[src/gpt_pkg.sv]
`default_nettype none
package gpt_pkg;

    // ************************************
    // register map (byte addresses)
    // ************************************
    localparam logic [7:0] OFF_CTRL   = 8'h00;
    localparam logic [7:0] OFF_STATUS = 8'h04;
    localparam logic [7:0] OFF_CNT    = 8'h08;
    localparam logic [7:0] OFF_PSC    = 8'h0c;
    localparam logic [7:0] OFF_ARR    = 8'h10;
    localparam logic [7:0] OFF_CHMODE = 8'h14;
    localparam logic [7:0] OFF_DMAEN  = 8'h18;
    localparam logic [7:0] OFF_CCR0   = 8'h20;
    localparam int         CCR_STEP   = 4;

    // ************************************
    // field positions and reset values
    // ************************************
    localparam int          STS_UPD_BIT = 0;
    localparam int          STS_CC_LSB  = 1;
    localparam int          CTRL_W      = 10;
    localparam int          MODE_W      = 2;
    localparam logic [15:0] PSC_RST     = 16'h0000;
    localparam logic [15:0] ARR_RST     = 16'hffff;
    localparam logic [15:0] CNT_RST     = 16'h0000;

    // counter clock source
    typedef enum logic [1:0] {
        CLK_INT,
        CLK_LOWSPEED,
        CLK_TRIG
    } clk_src_e;

    // per-channel function
    typedef enum logic [1:0] {
        CH_CAPTURE,
        CH_COMPARE,
        CH_PWM,
        CH_ONEPULSE
    } ch_mode_e;

    // control register layout, lsb last
    typedef struct packed {
        clk_src_e clk_src;
        logic     trig_rst;
        logic     enc_en;
        logic     hall_en;
        logic     dbg_freeze;
        logic     opm;
        logic     center;
        logic     dir_down;
        logic     enable;
    } ctrl_s;

    localparam ctrl_s CTRL_RST = '0;

endpackage
`default_nettype wire

[src/general_purpose_timer.sv]
`timescale 1ns/10ps
`default_nettype none

// Functional notes
// - the counter is 16 bits, auto-reloads, and counts up, down or up/down alternately.
// - a 16-bit prescaler divides the counter clock by any integer from 1 to 65536.
// - the four-channel build has four channels: capture, compare, pwm or one-pulse.
// - the two-channel build has two channels with the same four functions.
// - the four-channel build raises dma requests; the two-channel build raises none.
// - a trigger output and a trigger input let timers sync counters or chain events.
// - while the cpu is halted in debug and freeze is set, the counter stops stepping; a hall or trigger reset still clears it.
// - the four-channel build decodes a quadrature encoder and up to three hall sensors.
// - the two-channel build can count the low-speed external clock as a time base.
// - the channels have no complementary output pairs.
module general_purpose_timer #(
    parameter int NUM_CH      = 4,
    parameter bit HAS_DMA     = 1'b1,
    parameter bit HAS_ENCODER = 1'b1,
    parameter bit HAS_LOWSPD  = 1'b0,
    parameter int CNT_W       = 16
) (
    // clock and reset
    input  wire logic              clk,
    input  wire logic              rst_n,
    // apb slave
    input  wire logic [7:0]        paddr,
    input  wire logic              psel,
    input  wire logic              penable,
    input  wire logic              pwrite,
    input  wire logic [31:0]       pwdata,
    output logic      [31:0]       prdata,
    output logic                   pready,
    output logic                   pslverr,
    // channel pins
    input  wire logic [NUM_CH-1:0] ch_in,
    output logic      [NUM_CH-1:0] ch_out,
    input  wire logic [2:0]        hall_in,
    // clocks, timer link and debug
    input  wire logic              low_speed_external_clock,
    input  wire logic              trig_in,
    output logic                   trig_out,
    input  wire logic              dbg_halt,
    // dma requests
    output logic                   dma_req_update,
    output logic      [NUM_CH-1:0] dma_req_cc
);

    // ************************************
    // state
    // ************************************
    gpt_pkg::ctrl_s    ctrl_q, ctrl_d;
    logic [CNT_W-1:0]  cnt_q, cnt_d, arr_q, arr_d;
    logic [15:0]       psc_q, psc_d, pcnt_q, pcnt_d;
    logic              cdown_q, cdown_d;
    logic              upd_q, upd_d;
    logic [NUM_CH-1:0] ccf_q, ccf_d;
    logic [NUM_CH:0]   dmaen_q, dmaen_d;
    logic [CNT_W-1:0]  ccr_q [NUM_CH];
    logic [CNT_W-1:0]  ccr_d [NUM_CH];
    gpt_pkg::ch_mode_e mode_q [NUM_CH];
    gpt_pkg::ch_mode_e mode_d [NUM_CH];
    logic [NUM_CH-1:0] out_q, out_d, in_q, in_p;
    logic [2:0]        hall_q, hall_p;
    logic              lsc_q, lsc_p, trg_q, trg_p;
    logic [31:0]       rdata_q, rdata_d;
    logic              trgo_q, trgo_d, dupd_q, dupd_d;
    logic [NUM_CH-1:0] dcc_q, dcc_d;

    // ************************************
    // combinational helpers
    // ************************************
    logic              wr, setup, unmapped, src_tick, step, run;
    logic              down, upd_ev, enc_step, enc_down;
    logic              lsc_rise, trg_rise, hall_edge;
    logic [NUM_CH-1:0] cap_ev, hit_ev;
    logic [31:0]       cap_r;
    int                ci;

    // channel index of a compare register address, -1 when none
    function automatic int ccr_index(input logic [7:0] a);
        int k;
        k = -1;
        for (int i = 0; i < NUM_CH; i++) begin
            if (a == gpt_pkg::OFF_CCR0 + 8'(i * gpt_pkg::CCR_STEP)) begin
                k = i;
            end
        end
        return k;
    endfunction

    // zero-wait slave: data is latched in setup and shown in access
    assign pready  = 1'b1;
    assign pslverr = psel & penable & unmapped;
    assign prdata  = rdata_q;
    assign ch_out  = out_q;
    assign trig_out = trgo_q;
    assign dma_req_update = dupd_q;
    assign dma_req_cc = dcc_q;

    // ************************************
    // address decode and read data
    // ************************************
    always_comb begin
        ci       = ccr_index(paddr);
        setup    = psel & ~penable;
        unmapped = 1'b0;
        cap_r    = '0;
        rdata_d  = rdata_q;
        if (paddr == gpt_pkg::OFF_CTRL) begin
            cap_r = 32'(ctrl_q);
        end else if (paddr == gpt_pkg::OFF_STATUS) begin
            cap_r = 32'({ccf_q, upd_q});
        end else if (paddr == gpt_pkg::OFF_CNT) begin
            cap_r = 32'(cnt_q);
        end else if (paddr == gpt_pkg::OFF_PSC) begin
            cap_r = 32'(psc_q);
        end else if (paddr == gpt_pkg::OFF_ARR) begin
            cap_r = 32'(arr_q);
        end else if (paddr == gpt_pkg::OFF_CHMODE) begin
            for (int i = 0; i < NUM_CH; i++) begin
                cap_r[i*gpt_pkg::MODE_W +: gpt_pkg::MODE_W] = mode_q[i];
            end
        end else if (paddr == gpt_pkg::OFF_DMAEN) begin
            cap_r = 32'(dmaen_q);
        end else if (ci >= 0) begin
            cap_r = 32'(ccr_q[ci]);
        end else begin
            unmapped = 1'b1;
        end
        if (setup && !pwrite) begin
            rdata_d = cap_r;
        end
        wr = psel & penable & pwrite & ~unmapped;
    end

    // ************************************
    // input edges, encoder and tick source
    // ************************************
    always_comb begin
        lsc_rise  = lsc_q & ~lsc_p;
        trg_rise  = trg_q & ~trg_p;
        hall_edge = HAS_ENCODER & ctrl_q.hall_en & ((^hall_q) != (^hall_p));
        cap_ev    = in_q & ~in_p;
        // x4 quadrature: direction from new a against old b
        enc_step  = HAS_ENCODER & ctrl_q.enc_en &
                    ((in_q[0] ^ in_p[0]) | (in_q[1] ^ in_p[1]));
        enc_down  = ~(in_q[0] ^ in_p[1]);
        case (ctrl_q.clk_src)
            gpt_pkg::CLK_INT:      src_tick = 1'b1;
            gpt_pkg::CLK_LOWSPEED: src_tick = HAS_LOWSPD & lsc_rise;
            gpt_pkg::CLK_TRIG:     src_tick = trg_rise;
            default:               src_tick = 1'b0;
        endcase
        // freeze only stops counting; registers stay reachable
        run = ctrl_q.enable & ~(ctrl_q.dbg_freeze & dbg_halt);
    end

    // ************************************
    // prescaler, counter and direction
    // ************************************
    always_comb begin
        ctrl_d  = ctrl_q;
        psc_d   = psc_q;
        arr_d   = arr_q;
        cnt_d   = cnt_q;
        pcnt_d  = pcnt_q;
        cdown_d = cdown_q;
        upd_ev  = 1'b0;
        step    = 1'b0;
        // divide by psc+1, so 0..ffff gives 1..65536
        if (run && (ctrl_q.enc_en ? enc_step : src_tick)) begin
            if (ctrl_q.enc_en || pcnt_q == psc_q) begin
                pcnt_d = '0;
                step   = 1'b1;
            end else begin
                pcnt_d = pcnt_q + 16'h0001;
            end
        end
        if (ctrl_q.enc_en) begin
            down = enc_down;
        end else if (ctrl_q.center) begin
            down = cdown_q;
        end else begin
            down = ctrl_q.dir_down;
        end
        if (step) begin
            if (ctrl_q.center && !ctrl_q.enc_en) begin
                // up/down: turn at arr and at zero, update at both ends
                if (!down && cnt_q == arr_q) begin
                    cdown_d = 1'b1;
                    cnt_d   = cnt_q - 1'b1;
                    upd_ev  = 1'b1;
                end else if (down && cnt_q == '0) begin
                    cdown_d = 1'b0;
                    cnt_d   = cnt_q + 1'b1;
                    upd_ev  = 1'b1;
                end else begin
                    cnt_d = down ? cnt_q - 1'b1 : cnt_q + 1'b1;
                end
            end else if (down) begin
                upd_ev = (cnt_q == '0);
                cnt_d  = upd_ev ? arr_q : cnt_q - 1'b1;
            end else begin
                upd_ev = (cnt_q == arr_q);
                cnt_d  = upd_ev ? '0 : cnt_q + 1'b1;
            end
        end
        // chained reset from a peer or a hall transition
        if ((ctrl_q.trig_rst && trg_rise) || hall_edge) begin
            cnt_d  = '0;
            pcnt_d = '0;
        end
        if (wr && paddr == gpt_pkg::OFF_CTRL) begin
            ctrl_d = gpt_pkg::ctrl_s'(pwdata[gpt_pkg::CTRL_W-1:0]);
        end else if (ctrl_q.opm && upd_ev) begin
            ctrl_d.enable = 1'b0;
        end
        if (wr && paddr == gpt_pkg::OFF_CNT) begin
            cnt_d  = pwdata[CNT_W-1:0];
        end
        if (wr && paddr == gpt_pkg::OFF_PSC) begin
            psc_d  = pwdata[15:0];
            pcnt_d = '0;
        end
        if (wr && paddr == gpt_pkg::OFF_ARR) begin
            arr_d  = pwdata[CNT_W-1:0];
        end
    end

    // ************************************
    // channels, flags and requests
    // ************************************
    always_comb begin
        upd_d   = upd_q;
        ccf_d   = ccf_q;
        dmaen_d = dmaen_q;
        out_d   = out_q;
        hit_ev  = '0;
        for (int i = 0; i < NUM_CH; i++) begin
            ccr_d[i]  = ccr_q[i];
            mode_d[i] = mode_q[i];
        end
        // status is write-one-to-clear, a same-cycle event wins
        if (wr && paddr == gpt_pkg::OFF_STATUS) begin
            upd_d = upd_q & ~pwdata[gpt_pkg::STS_UPD_BIT];
            ccf_d = ccf_q & ~pwdata[gpt_pkg::STS_CC_LSB +: NUM_CH];
        end
        if (upd_ev) begin
            upd_d = 1'b1;
        end
        for (int i = 0; i < NUM_CH; i++) begin
            if (wr && paddr == gpt_pkg::OFF_CHMODE) begin
                mode_d[i] = gpt_pkg::ch_mode_e'(pwdata[i*gpt_pkg::MODE_W +: gpt_pkg::MODE_W]);
            end
            if (wr && ccr_index(paddr) == i) begin
                ccr_d[i] = pwdata[CNT_W-1:0];
            end
            // each channel is a single output; no inverted twin exists
            case (mode_q[i])
                gpt_pkg::CH_CAPTURE: begin
                    out_d[i] = 1'b0;
                    if (cap_ev[i] || (i == 0 && hall_edge)) begin
                        ccr_d[i]  = cnt_q;
                        hit_ev[i] = 1'b1;
                    end
                end
                gpt_pkg::CH_COMPARE: begin
                    hit_ev[i] = step & (cnt_d == ccr_q[i]);
                    if (hit_ev[i]) begin
                        out_d[i] = ~out_q[i];
                    end
                end
                gpt_pkg::CH_PWM: begin
                    hit_ev[i] = step & (cnt_d == ccr_q[i]);
                    out_d[i]  = (cnt_d < ccr_q[i]);
                end
                default: begin
                    // one pulse: active from match until update
                    hit_ev[i] = step & (cnt_d == ccr_q[i]);
                    if (hit_ev[i]) begin
                        out_d[i] = 1'b1;
                    end else if (upd_ev) begin
                        out_d[i] = 1'b0;
                    end
                end
            endcase
            if (hit_ev[i]) begin
                ccf_d[i] = 1'b1;
            end
        end
        if (wr && paddr == gpt_pkg::OFF_DMAEN) begin
            dmaen_d = pwdata[NUM_CH:0];
        end
        trgo_d = upd_ev;
        dupd_d = HAS_DMA & upd_ev & dmaen_q[gpt_pkg::STS_UPD_BIT];
        dcc_d  = HAS_DMA ? (hit_ev & dmaen_q[gpt_pkg::STS_CC_LSB +: NUM_CH]) : '0;
    end

    // ************************************
    // registers
    // ************************************
    always_ff @(posedge clk or negedge rst_n) begin
        if (!rst_n) begin
            ctrl_q  <= gpt_pkg::CTRL_RST;
            cnt_q   <= CNT_W'(gpt_pkg::CNT_RST);
            arr_q   <= CNT_W'(gpt_pkg::ARR_RST);
            psc_q   <= gpt_pkg::PSC_RST;
            pcnt_q  <= '0;
            cdown_q <= 1'b0;
            upd_q   <= 1'b0;
            ccf_q   <= '0;
            dmaen_q <= '0;
            out_q   <= '0;
            in_q    <= '0;
            in_p    <= '0;
            hall_q  <= '0;
            hall_p  <= '0;
            lsc_q   <= 1'b0;
            lsc_p   <= 1'b0;
            trg_q   <= 1'b0;
            trg_p   <= 1'b0;
            rdata_q <= '0;
            trgo_q  <= 1'b0;
            dupd_q  <= 1'b0;
            dcc_q   <= '0;
            for (int i = 0; i < NUM_CH; i++) begin
                ccr_q[i]  <= '0;
                mode_q[i] <= gpt_pkg::CH_CAPTURE;
            end
        end else begin
            ctrl_q  <= ctrl_d;
            cnt_q   <= cnt_d;
            arr_q   <= arr_d;
            psc_q   <= psc_d;
            pcnt_q  <= pcnt_d;
            cdown_q <= cdown_d;
            upd_q   <= upd_d;
            ccf_q   <= ccf_d;
            dmaen_q <= dmaen_d;
            out_q   <= out_d;
            in_q    <= ch_in;
            in_p    <= in_q;
            hall_q  <= hall_in;
            hall_p  <= hall_q;
            lsc_q   <= low_speed_external_clock;
            lsc_p   <= lsc_q;
            trg_q   <= trig_in;
            trg_p   <= trg_q;
            rdata_q <= rdata_d;
            trgo_q  <= trgo_d;
            dupd_q  <= dupd_d;
            dcc_q   <= dcc_d;
            for (int i = 0; i < NUM_CH; i++) begin
                ccr_q[i]  <= ccr_d[i];
                mode_q[i] <= mode_d[i];
            end
        end
    end

endmodule
`default_nettype wire

[config.mk]
export PLATFORM = sky130hd
export DESIGN_NAME = general_purpose_timer
export DESIGN_NICKNAME = d
export VERILOG_FILES = /design/src/gpt_pkg.sv /design/src/general_purpose_timer.sv
export SDC_FILE = /design/constraint.sdc
export NUM_CORES = 1
export LEC_CHECK = 0
export BUFFER_PORTS_ARGS = -buffer_cell sky130_fd_sc_hd__buf_2
export CELL_PAD_IN_SITES_DETAIL_PLACEMENT = 0
export CELL_PAD_IN_SITES_GLOBAL_PLACEMENT = 2
export CORE_MARGIN = 2
export CORE_UTILIZATION = 39
export DETAILED_ROUTE_END_ITERATION = 12
export GPL_TIMING_DRIVEN = 0
export HOLD_SLACK_MARGIN = 0.12
export PLACE_DENSITY_LB_ADDON = 0.1
export SETUP_SLACK_MARGIN = 0.1
export SLEW_MARGIN = 20
export SYNTH_ARGS = -nofsm -noshare
export SYNTH_HDL_FRONTEND = slang
export SYNTH_SLANG_ARGS = --single-unit
[constraint.sdc]
create_clock -name clk -period 4.7 [get_ports clk]
set_clock_uncertainty 0.2 [all_clocks]
set_input_delay 0.47 -clock clk [delete_from_list [all_inputs] [get_ports clk]]
set_output_delay 0.47 -clock clk [all_outputs]
set_load 0.05 [all_outputs]
; After elaboration in Yosys (flattened, before gate mapping)
; Index checks and enable logic that the tools add are counted.
[totals]
word_cells = 264
inputBits = 55
out_inout_bits = 44
regBits = 215
[op_classes]
eq_ne = 33
bitwise_logic = 36
order_cmp = 6
addsub = 3
n_mux = 93
n_reduce_logical = 51
[op_table]
columns = op, count
row1 = $mux 16, 29
row2 = $mux 32, 10
row3 = $eq 16x16->1, 6
row4 = $eq 32x3->1 const B, 2
row5 = $lt 16x16->1, 4
row6 = $mux 1, 45
row7 = $add 16x1->16 const B, 2
row8 = $bmux 16 s2, 1
row9 = $eq 32x2->1 const B, 1
row10 = $eq 8x6->1 const B, 4
row11 = $ge 32x1->1 const B, 1
row12 = $ge 32x3->1 const B, 1
row13 = $logic_not 32->1, 1
row14 = $not 32->32, 1
row15 = $eq 8x5->1 const B, 3
row16 = $mux 24, 1
row17 = $logic_and 1x1->1, 18
row18 = $and 1x1->1, 16
row19 = $eq 8x4->1 const B, 2
row20 = $logic_not 16->1, 1
row21 = $reduce_bool 4->1, 4
row22 = $sub 16x1->16 const B, 1
row23 = $reduce_bool 2->1, 7
row24 = $and 4x4->4, 3
row25 = other kinds (21), 58

; Logic depth before layout (Yosys ltp)
; Gate-level depths: netlist of run 1.
[logic_depth]
depth_word = 22
mapped_depth = 19
ltp_nobuf = 17

; Worst setup path before layout of run 1
; Ideal clock, no wire load.
[synth_timing]
kind = register to register
start = register cnt_q[15]
end = register dcc_q[0], in the netlist dma_req_cc[0]
n_path_buf = 2
path_slack_ps = 587
required_time_ps = 4434
arrival_time_ps = 3847
path_stages_with_launch = 16
period_less_slack_ps = 4113
cell_sequence = dfrtp_1 -> clkbuf_1 -> xor2_1 -> nor4_1 -> nand3_1 -> o31ai_1 -> buf_2 -> a21oi_1 -> or2_2 -> a32o_1 -> ha_1 -> nand4_1 -> or2_2 -> or4_1 -> o21ai_0 -> and2_1
[synth_via]
elab_chain_cells = 12
word_cells_on_any_way = 20
classes_between = add/sub (2) / eq/ne (2) / mux (11) / bitwise (2) / reduce/logical (3)
[synth_lines]
columns = element, line
row1 = from (decl), general_purpose_timer.sv:52  ; logic [CNT_W-1:0] cnt_q, cnt_d, arr_q, arr_d;
row2 = from (signal assigned), general_purpose_timer.sv:305  ; cnt_q <= CNT_W'(gpt_pkg::CNT_RST);
row3 = from (signal assigned), general_purpose_timer.sv:332  ; cnt_q <= cnt_d;
row4 = $logic_not 16->1, "general_purpose_timer.sv:193, general_purpose_timer.sv:201"
row5 = $logic_and 1x1->1, general_purpose_timer.sv:193  ; end else if (down && cnt_q == '0) begin
row6 = $mux 16, general_purpose_timer.sv:193
row7 = $mux 16, general_purpose_timer.sv:189  ; if (!down && cnt_q == arr_q) begin
row8 = $mux 16 *, general_purpose_timer.sv:187  ; if (ctrl_q.center && !ctrl_q.enc_en) begin
row9 = $mux 16 *, general_purpose_timer.sv:186  ; if (step) begin
row10 = $mux 16 *, general_purpose_timer.sv:209  ; if ((ctrl_q.trig_rst && trg_rise) || hall_edge) begin
row11 = $mux 16 *, general_purpose_timer.sv:218  ; if (wr && paddr == gpt_pkg::OFF_CNT) begin
row12 = net cnt_d[9], general_purpose_timer.sv:52
row13 = $eq 16x16->1 *, "general_purpose_timer.sv:268, general_purpose_timer.sv:274, general_purpose_timer.sv:279"
row14 = $and 1x1->1 *, "general_purpose_timer.sv:268, general_purpose_timer.sv:274, general_purpose_timer.sv:279"
row15 = $mux 1 *, n/a
row16 = $and 4x4->4 *, general_purpose_timer.sv:296  ; dcc_d = HAS_DMA ? (hit_ev & dmaen_q[gpt_pkg::STS_CC_LSB +: NUM_CH]) : '0;
row17 = net dcc_d[0], general_purpose_timer.sv:67  ; logic [NUM_CH-1:0] dcc_q, dcc_d;
row18 = to (signal assigned), general_purpose_timer.sv:325  ; dcc_q <= '0;
row19 = to (signal assigned), general_purpose_timer.sv:352  ; dcc_q <= dcc_d;
row20 = to (decl), general_purpose_timer.sv:67
; The timed path passes the listed nets; every way through them passes the cells marked *.
; A chain may end at the register's enable or synchronous reset.

; Worst setup path in the final report of run 1
[layout_timing]
start = register cnt_q[2]
end = register dcc_q[0], in the netlist dma_req_cc[0]
[layout_via]
elab_chain_cells = 12
word_cells_on_any_way = 20
classes_between = add/sub (2) / eq/ne (2) / mux (11) / bitwise (2) / reduce/logical (3)
[layout_lines]
columns = element, line
row1 = "$add 16x1->16, or another cell as far along", "general_purpose_timer.sv:195, general_purpose_timer.sv:198, general_purpose_timer.sv:205"
row2 = $mux 16 or $logic_and 1x1->1 (tied branches), "general_purpose_timer.sv:198, general_purpose_timer.sv:193"
row3 = $mux 16, general_purpose_timer.sv:193
row4 = $mux 16, general_purpose_timer.sv:189
row5 = $mux 16 *, general_purpose_timer.sv:187
row6 = $mux 16 *, general_purpose_timer.sv:186
row7 = $mux 16 *, general_purpose_timer.sv:209
row8 = $mux 16 *, general_purpose_timer.sv:218
row9 = net cnt_d[9], general_purpose_timer.sv:52
row10 = $eq 16x16->1 *, "general_purpose_timer.sv:268, general_purpose_timer.sv:274, general_purpose_timer.sv:279"
row11 = $and 1x1->1 *, "general_purpose_timer.sv:268, general_purpose_timer.sv:274, general_purpose_timer.sv:279"
row12 = $mux 1 *, n/a
row13 = $and 4x4->4 *, general_purpose_timer.sv:296
row14 = net dcc_d[0], general_purpose_timer.sv:67
; Marks and branches as above.

==> results of run 1 <==
==> final timing paths <==
check,startpoint,endpoint,depth (start not counted)
setup / recovery,cnt_q[2],dma_req_cc[0],14
hold / removal,pwdata[2],ccr_q[2],3
setup reg to reg,cnt_q[2],dma_req_cc[0],14
hold reg to reg,trg_q,trg_p,0
max in group asynchronous,rst_n,cnt_q[15],4
min in group asynchronous,rst_n,trig_out,2
==> critical path: stages (launching register included) <==
cell and delay (ns):
dfrtp_1 0.48, xor2_1 0.20, nor4_1 0.36, nand2_1 0.27, o31ai_4 0.34, buf_6 0.20, a21oi_1 0.07, or2_2 0.27
a32o_1 0.35, ha_1 0.34, nand4_1 0.09, or2_2 0.35, or4_4 0.57, o21ai_4 0.22, and2_1 0.16
==> routing by layer <==
layer / wire length (um) / vias to the layer above
met3: 2330 / 61
met4: 1290 / 0
met1: 21800 / 5617
met5: 0 / -
met2: 22400 / 325
li1: - / 5224
==> placed cells by master, fill, tap and decap left out, drive strengths merged, types with 7 or more instances in the layout <==
| cell | count |
|---|---|
| mux2 | 40 |
| mux2i | 69 |
| nand2b | 12 |
| dlygate4sd3 | 13 |
| a21boi | 10 |
| nor4 | 12 |
| clkinv | 8 |
| xnor2 | 9 |
| mux4 | 14 |
| nand2 | 179 |
| ha | 70 |
| o31ai | 12 |
| nand4 | 26 |
| xor2 | 40 |
| o21ai | 147 |
| nor3 | 23 |
| buf | 124 |
| a21oi | 59 |
| and3 | 12 |
| a31oi | 11 |
| and2 | 9 |
| a21o | 13 |
| o21a | 7 |
| or3 | 10 |
| nand3 | 18 |
| inv | 84 |
| a221oi | 9 |
| nor2 | 79 |
| clkbuf | 78 |
| nor2b | 13 |
| conb | 17 |
| dfrtp | 183 |
| a22oi | 11 |
| o22ai | 7 |
| dfstp | 16 |
| a222oi | 13 |
==> metrics by stage <==
| step | hold WS [ns] | TNS (ns) | worst slack [ns] |
|---|---|---|---|
| detailed placement | 0.164 | -10.19 | -1.09 |
| finish | 0.121 | 0 | 0.191 |
| global route | 0.137 | 0 | 0.0822 |
| CTS | 0.120 | 0 | 0.102 |
| floorplan | -0.0256 | 0 | 0.587 |
| global placement | 0.156 | -142.61 | -1.18 |
==> sequential cells by signal (all words and copies together) (netlist names), 4 cells and up <==
name and flops:
ccr_q 64, arr_q 16, cnt_q 16, pcnt_q 16, prdata 16, psc_q 16, ctrl_q 10, mode_q 8
dmaen_q 5, ccf_q 4, ch_out 4, dma_req_cc 4, in_p 4, in_q 4
==> cell type report <==
cell class,instances,area (sq um)
fillers,3214,17400
well taps,442,553
clock buffers,17,425
clock inverters,15,163
inverters,78,293
flip-flops and latches,199,5000
multi-input cells,1026,7360
repair buffers,100,703
plain buffers,98,512
==> timing repair <==
item | CTS | global route
hold endpoints to repair | 119 | 0
gates resized for setup | 69 | 36
endpoints found under the setup margin | 12 | 12
hold buffers | 13 | 0
setup buffers | 7 | 15
pin swaps | 7 | 14
==> power breakdown <==
| group | switching, uW | total [uW] | internal (uW) |
|---|---|---|---|
| sequential | 48.4 | 1810 | 1760 |
| combinational | 402 | 604 | 202 |
| clock | 805 | 1520 | 713 |
| total | 1260 | 3930 | 2680 |
==> logic make-up (layout without fill, tap and decap cells) <==
family,after synthesis,in the layout,synth area share
buf+inv,180,308,0.0601
flops,199,199,0.391
xor+xnor,50,50,0.0353
other cells,2,17,0.000587
compound gates,349,349,0.172
mux,123,123,0.115
simple gates,417,417,0.158
fa+ha+maj,70,70,0.0685
==> results.py, run 1 <==
metrics = {
    "drt": {
        "vias": 11227,
        "dr.first_iter.drc_count": 995,
        "vias_per_cell": 5.68,
        "post_drt_wl_per_cell_um": 24.2,
        "drt_first_pass_iters": 8,
        "drc": 0,
        "final_antenna_net_count": 0,
        "routed_wl_mm": 47.8,
    },
    "clock_network": {
        "cts-buffers-inserted": 17,
        "clk_pin_slew_ns": 0.08,
        "cts_sinks": 199,
        "cts_buffer_depth": 2,
        "clk_latency_ns": 0.47,
        "ctsRootBufferMaster": "clkbuf_16",
        "htree_levels": 4,
        "cts_tree": "yes",
    },
    "layout": {
        "utilization": 0.463,
        "nets": 1645,
        "layout-drive-gt1-share": 0.202,
        "instances_no_fill": 1975,
        "stdcell_area_sq_mm": 0.0150,
        "diodes": 0,
        "areaGrowthSynthToFinish_pct": 17.4,
    },
    "floorplanning": {
        "rows": 66,
        "fp.dieH_um": 185,
        "core_area_sq_mm": 0.0325,
        "ios": 99,
        "die_x_um": 185,
        "start_util": 0.394,
        "die_area_sq_mm": 0.0343,
    },
    "placed_design": {
        "port_buffers": 61,
        "place.gp.congestion": 0.904,
        "place_area_sq_mm": 0.0138,
        "dp.cells": 1912,
        "place_hpwl_mm": 36.9,
    },
    "logic_synthesis": {
        "yosysMostFrequentCell": "dfrtp_1",
        "synth_area_per_cell_sq_um": 9.20,
        "postSynthCellCount": 1390,
        "synth_edf_count": 0,
        "ys_types": 85,
        "yosysSeqAreaShare": 0.391,
        "ys_ff_latch": 199,
        "ys.warnings.count": 0,
        "synth_top_cell_by_area": "dfrtp_1",
        "synthTopCellsByCount": "dfrtp_1, nand2_1, o21ai_0",
        "syn_area_sq_mm": 0.0128,
        "synth_ff_type": "dfrtp_1",
        "postSynth.asyncResetShare": 1.00,
        "netlist.area_leader.share": 0.358,
        "ys_top_cells_by_area": "dfrtp_1, ha_1, mux2i_1, o21ai_0, nand2_1",
    },
    "global_route": {
        "grt_max_degree": 81,
        "grtUsageMet3": 0.0407,
        "antenna_found_initial": 0,
        "first_global_vias": 10898,
        "busiest_layer": "met2",
        "grt_overflow_total": 0,
        "grt_pass1_wl_mm": 70.5,
        "grt_usage": 0.285,
        "grt_use_met1": 0.393,
        "use_met2": 0.458,
    },
    "power_and_ir_drop": {
        "power.leakage_uw": 0.00734,
        "total_power_uw": 3930,
        "power_density_mw_per_mm2": 262,
        "ir_drop_uv": 286,
    },
    "timing": {
        "setup_viol": 0,
        "fin_crit_sh": 0.959,
        "slew_headroom": 0.296,
        "worstMarginPinSlew_ns": 1.05,
        "final-hold-violation-count": 0,
        "drv_slew": 0,
        "rsz0062_at_grt": "false",
        "fmax_mhz": 222,
        "fin_crit_ns": 4.51,
    },
    "worst_setup_path": {
        "crit_path_end_kind": "flip-flop",
        "rrSetupSlack_ns": 0.19,
        "worstPathRequired_ns": 4.91,
        "startpoint_type": "flip-flop",
        "worstSetupPathType": "reg -> reg",
        "cp_max_fo": 10,
        "crit_arrival_ns": 4.72,
    },
    "outcome": {
        "outcome": "finished clean",
    },
    "hold_path": {
        "hold_class": "in -> reg",
    },
    "job": {
        "drv_cap": 0,
    },
}
No activity file was read; power rests on OpenSTA's default activity.
==> run 2, diff against run 1 <==
--- a/config.mk
+++ b/config.mk
@@ -13,7 +13,7 @@
 export DETAILED_ROUTE_END_ITERATION = 12
 export GPL_TIMING_DRIVEN = 0
 export HOLD_SLACK_MARGIN = 0.12
-export PLACE_DENSITY_LB_ADDON = 0.1
+export PLACE_DENSITY = 0.83
 export SETUP_SLACK_MARGIN = 0.1
 export SLEW_MARGIN = 20
 export SYNTH_ARGS = -nofsm -noshare
==> constraint.sdc (replaced) <==
create_clock -name clk -period 4.8 [get_ports clk]
set_clock_uncertainty 0.2 [all_clocks]
set_input_delay 0.48 -clock clk [delete_from_list [all_inputs] [get_ports clk]]
set_output_delay 0.48 -clock clk [all_outputs]
set_load 0.05 [all_outputs]
==> run 2 against run 1 <==
  * Flip-flop and latch count unchanged
  * Worst hold slack better by 0.012 ns
  * Clock power down 4%
==> results.py, run 2 (synthesized netlist as in run 1, its figures left out) <==
metrics = {
    "floorplanning": {
        "rows": 66,
        "die_area_sq_mm": 0.0343,
        "ios": 99,
        "core_area_sq_mm": 0.0325,
        "start_util": 0.394,
        "fp.dieH_um": 185,
        "die_x_um": 185,
    },
    "power_and_ir_drop": {
        "power_density_mw_per_mm2": 258,
        "power.leakage_uw": 0.00722,
        "ir_drop_uv": 244,
    },
    "clock_network": {
        "cts_buffer_depth": 2,
        "htree_levels": 4,
        "cts_tree": "yes",
        "clk_latency_ns": 0.46,
        "cts-buffers-inserted": 17,
        "cts_sinks": 199,
        "clk_pin_slew_ns": 0.08,
        "ctsRootBufferMaster": "clkbuf_16",
    },
    "hold_path": {
        "hold_class": "in -> reg",
        "hp-start": "pwdata[4]",
        "hold_depth": 3,
        "holdPathEnd": "ccr_q[4]",
    },
    "layout": {
        "stdcell_area_sq_mm": 0.0148,
        "mostFrequentLayoutCells": "dfrtp_1, nand2_1, o21ai_0",
        "layout-drive-gt1-share": 0.190,
        "instances_no_fill": 1958,
        "nets": 1627,
        "areaGrowthSynthToFinish_pct": 15.6,
        "top_register": "ccr_q",
        "largest_reg_flops": 64,
        "layout_commonest_cell": "dfrtp_1",
    },
    "timing": {
        "tns_ns": 0,
        "slew_headroom": 0.251,
        "holdWs_ns": 0.134,
        "fin_crit_ns": 4.59,
        "setup_ws_ns": 0.207,
        "setup_viol": 0,
        "fmax_mhz": 218,
        "rsz0062_at_grt": "true",
        "final-hold-violation-count": 0,
        "worstMarginPinSlew_ns": 1.11,
        "fin_crit_sh": 0.957,
        "drv_slew": 0,
    },
    "drt": {
        "final_antenna_net_count": 0,
        "vias_per_cell": 5.71,
        "vias": 11177,
        "dr.first_iter.drc_count": 871,
        "post_drt_wl_per_cell_um": 23.5,
        "drt_first_pass_iters": 6,
        "drc": 0,
        "routed_wl_mm": 46.0,
    },
    "worst_setup_path": {
        "cp_max_fo": 10,
        "startpoint_type": "flip-flop",
        "crit_path_end_kind": "flip-flop",
        "worstPathCellList": "xor2_1, nor4_1, nand3_2, o31ai_2, buf_4, a21oi_1, or2_2, a32o_2, ha_1, nand4_1, or2_2, or4_4, o21ai_4, and2_1",
        "crit_top_cell": "or2_2",
        "reg2regPathDepth": 14,
        "worstPathRequired_ns": 5.00,
        "worstSetupPathType": "reg -> reg",
        "r2r_start": "cnt_q[15]",
        "critPathSlowestCell": "or4_4",
        "crit_arrival_ns": 4.79,
        "slowest_delay_ns": 0.59,
        "r2r-end": "dma_req_cc[0]",
        "rrSetupSlack_ns": 0.21,
    },
    "job": {
        "drv_cap": 0,
    },
    "placed_design": {
        "place_hpwl_mm": 35.6,
        "place_area_sq_mm": 0.0138,
        "post-place-ws_ns": -0.928,
        "port_buffers": 61,
        "dp.cells": 1911,
        "place.gp.congestion": 0.909,
    },
    "global_route": {
        "grt_pass1_wl_mm": 69.5,
        "first_global_vias": 11193,
        "antenna_found_initial": 0,
        "grt_overflow_total": 0,
        "grt_usage": 0.276,
        "grt_max_degree": 94,
    },
    "outcome": {
        "outcome": "finished clean",
    },
}
## run 2: changes by cell type in the layout (fill, tap and decap cells not counted), sizes merged
cell	delta
buf	-16
dlygate4sd3	-4
clkbuf	+3
clkinv	-3
bufinv	+1
clkinvlp	+1
diode	+1
## run 2: critical path: cells and delay by family, from the launching register on
| kind | cells | cell delay, ns |
|---|---|---|
| buffers and inverters | 1 | 0.26 |
| AOI/OAI and AO/OA | 4 | 0.91 |
| xor gates and xnor gates | 1 | 0.19 |
| adders and majority gates | 1 | 0.31 |
| and+or+nand+nor | 7 | 2.10 |
| DFF | 1 | 0.55 |
## run 2: layer usage
layer | wire (um) | global-route usage
met5 | 0 | 0
met4 | 1700 | 0.111
met3 | 2910 | 0.0521
met2 | 21200 | 0.439
met1 | 20200 | 0.371
## run 2: final cells by class
| cell class | instances | area (sq um) |
|---|---|---|
| fill | 3223 | 17700 |
| clock inverter | 14 | 140 |
| multi-input combinational | 1026 | 7330 |
| inverter | 78 | 293 |
| antenna | 1 | 2.50 |
| clock buffer | 18 | 429 |
| tap | 442 | 553 |
| sequential | 199 | 5000 |
| buffer | 97 | 493 |
| timing repair buffer | 83 | 541 |
## run 2: per-stage QoR
stage / power (uW) / util
after global routing: 3960 / 0.456
after global placement: 2340 / 0.422
final: 3810 / 0.456
after floorplan: 2130 / -
after detailed placement: 2350 / 0.425
after CTS: 3830 / 0.452
## run 2: how the worst max path moves through the flow
stage | start | slack (ns) | end | depth (start not counted)
2_1_floorplan | cnt_q[15] | 0.69 | dma_req_cc[0] | 15
3_3_place_gp | cnt_q[1] | -1.07 | dma_req_cc[0] | 16
3_5_place_dp | cnt_q[0] | -0.93 | dma_req_cc[0] | 16
4_1_cts | cnt_q[10] | 0.10 | ch_out[1] | 16
5_1_grt | cnt_q[10] | 0.05 | ch_out[1] | 16
6_report | cnt_q[15] | 0.21 | dma_req_cc[0] | 14
## run 2: power breakdown
part	switching, uW	internal, uW	total, uW
Combinational	380	191	571
Sequential	47.9	1730	1780
Clock	733	731	1460
Total	1160	2650	3810
## run 2: timing repair
action / in CTS / in global routing
pin swaps: 3 / 5
hold buffers: 9 / 0
gates resized for setup: 62 / 28
gates cloned: 0 / 0
endpoints found under the hold margin: 62 / 0
setup buffers: 4 / 6
setup endpoints to repair: 12 / 12
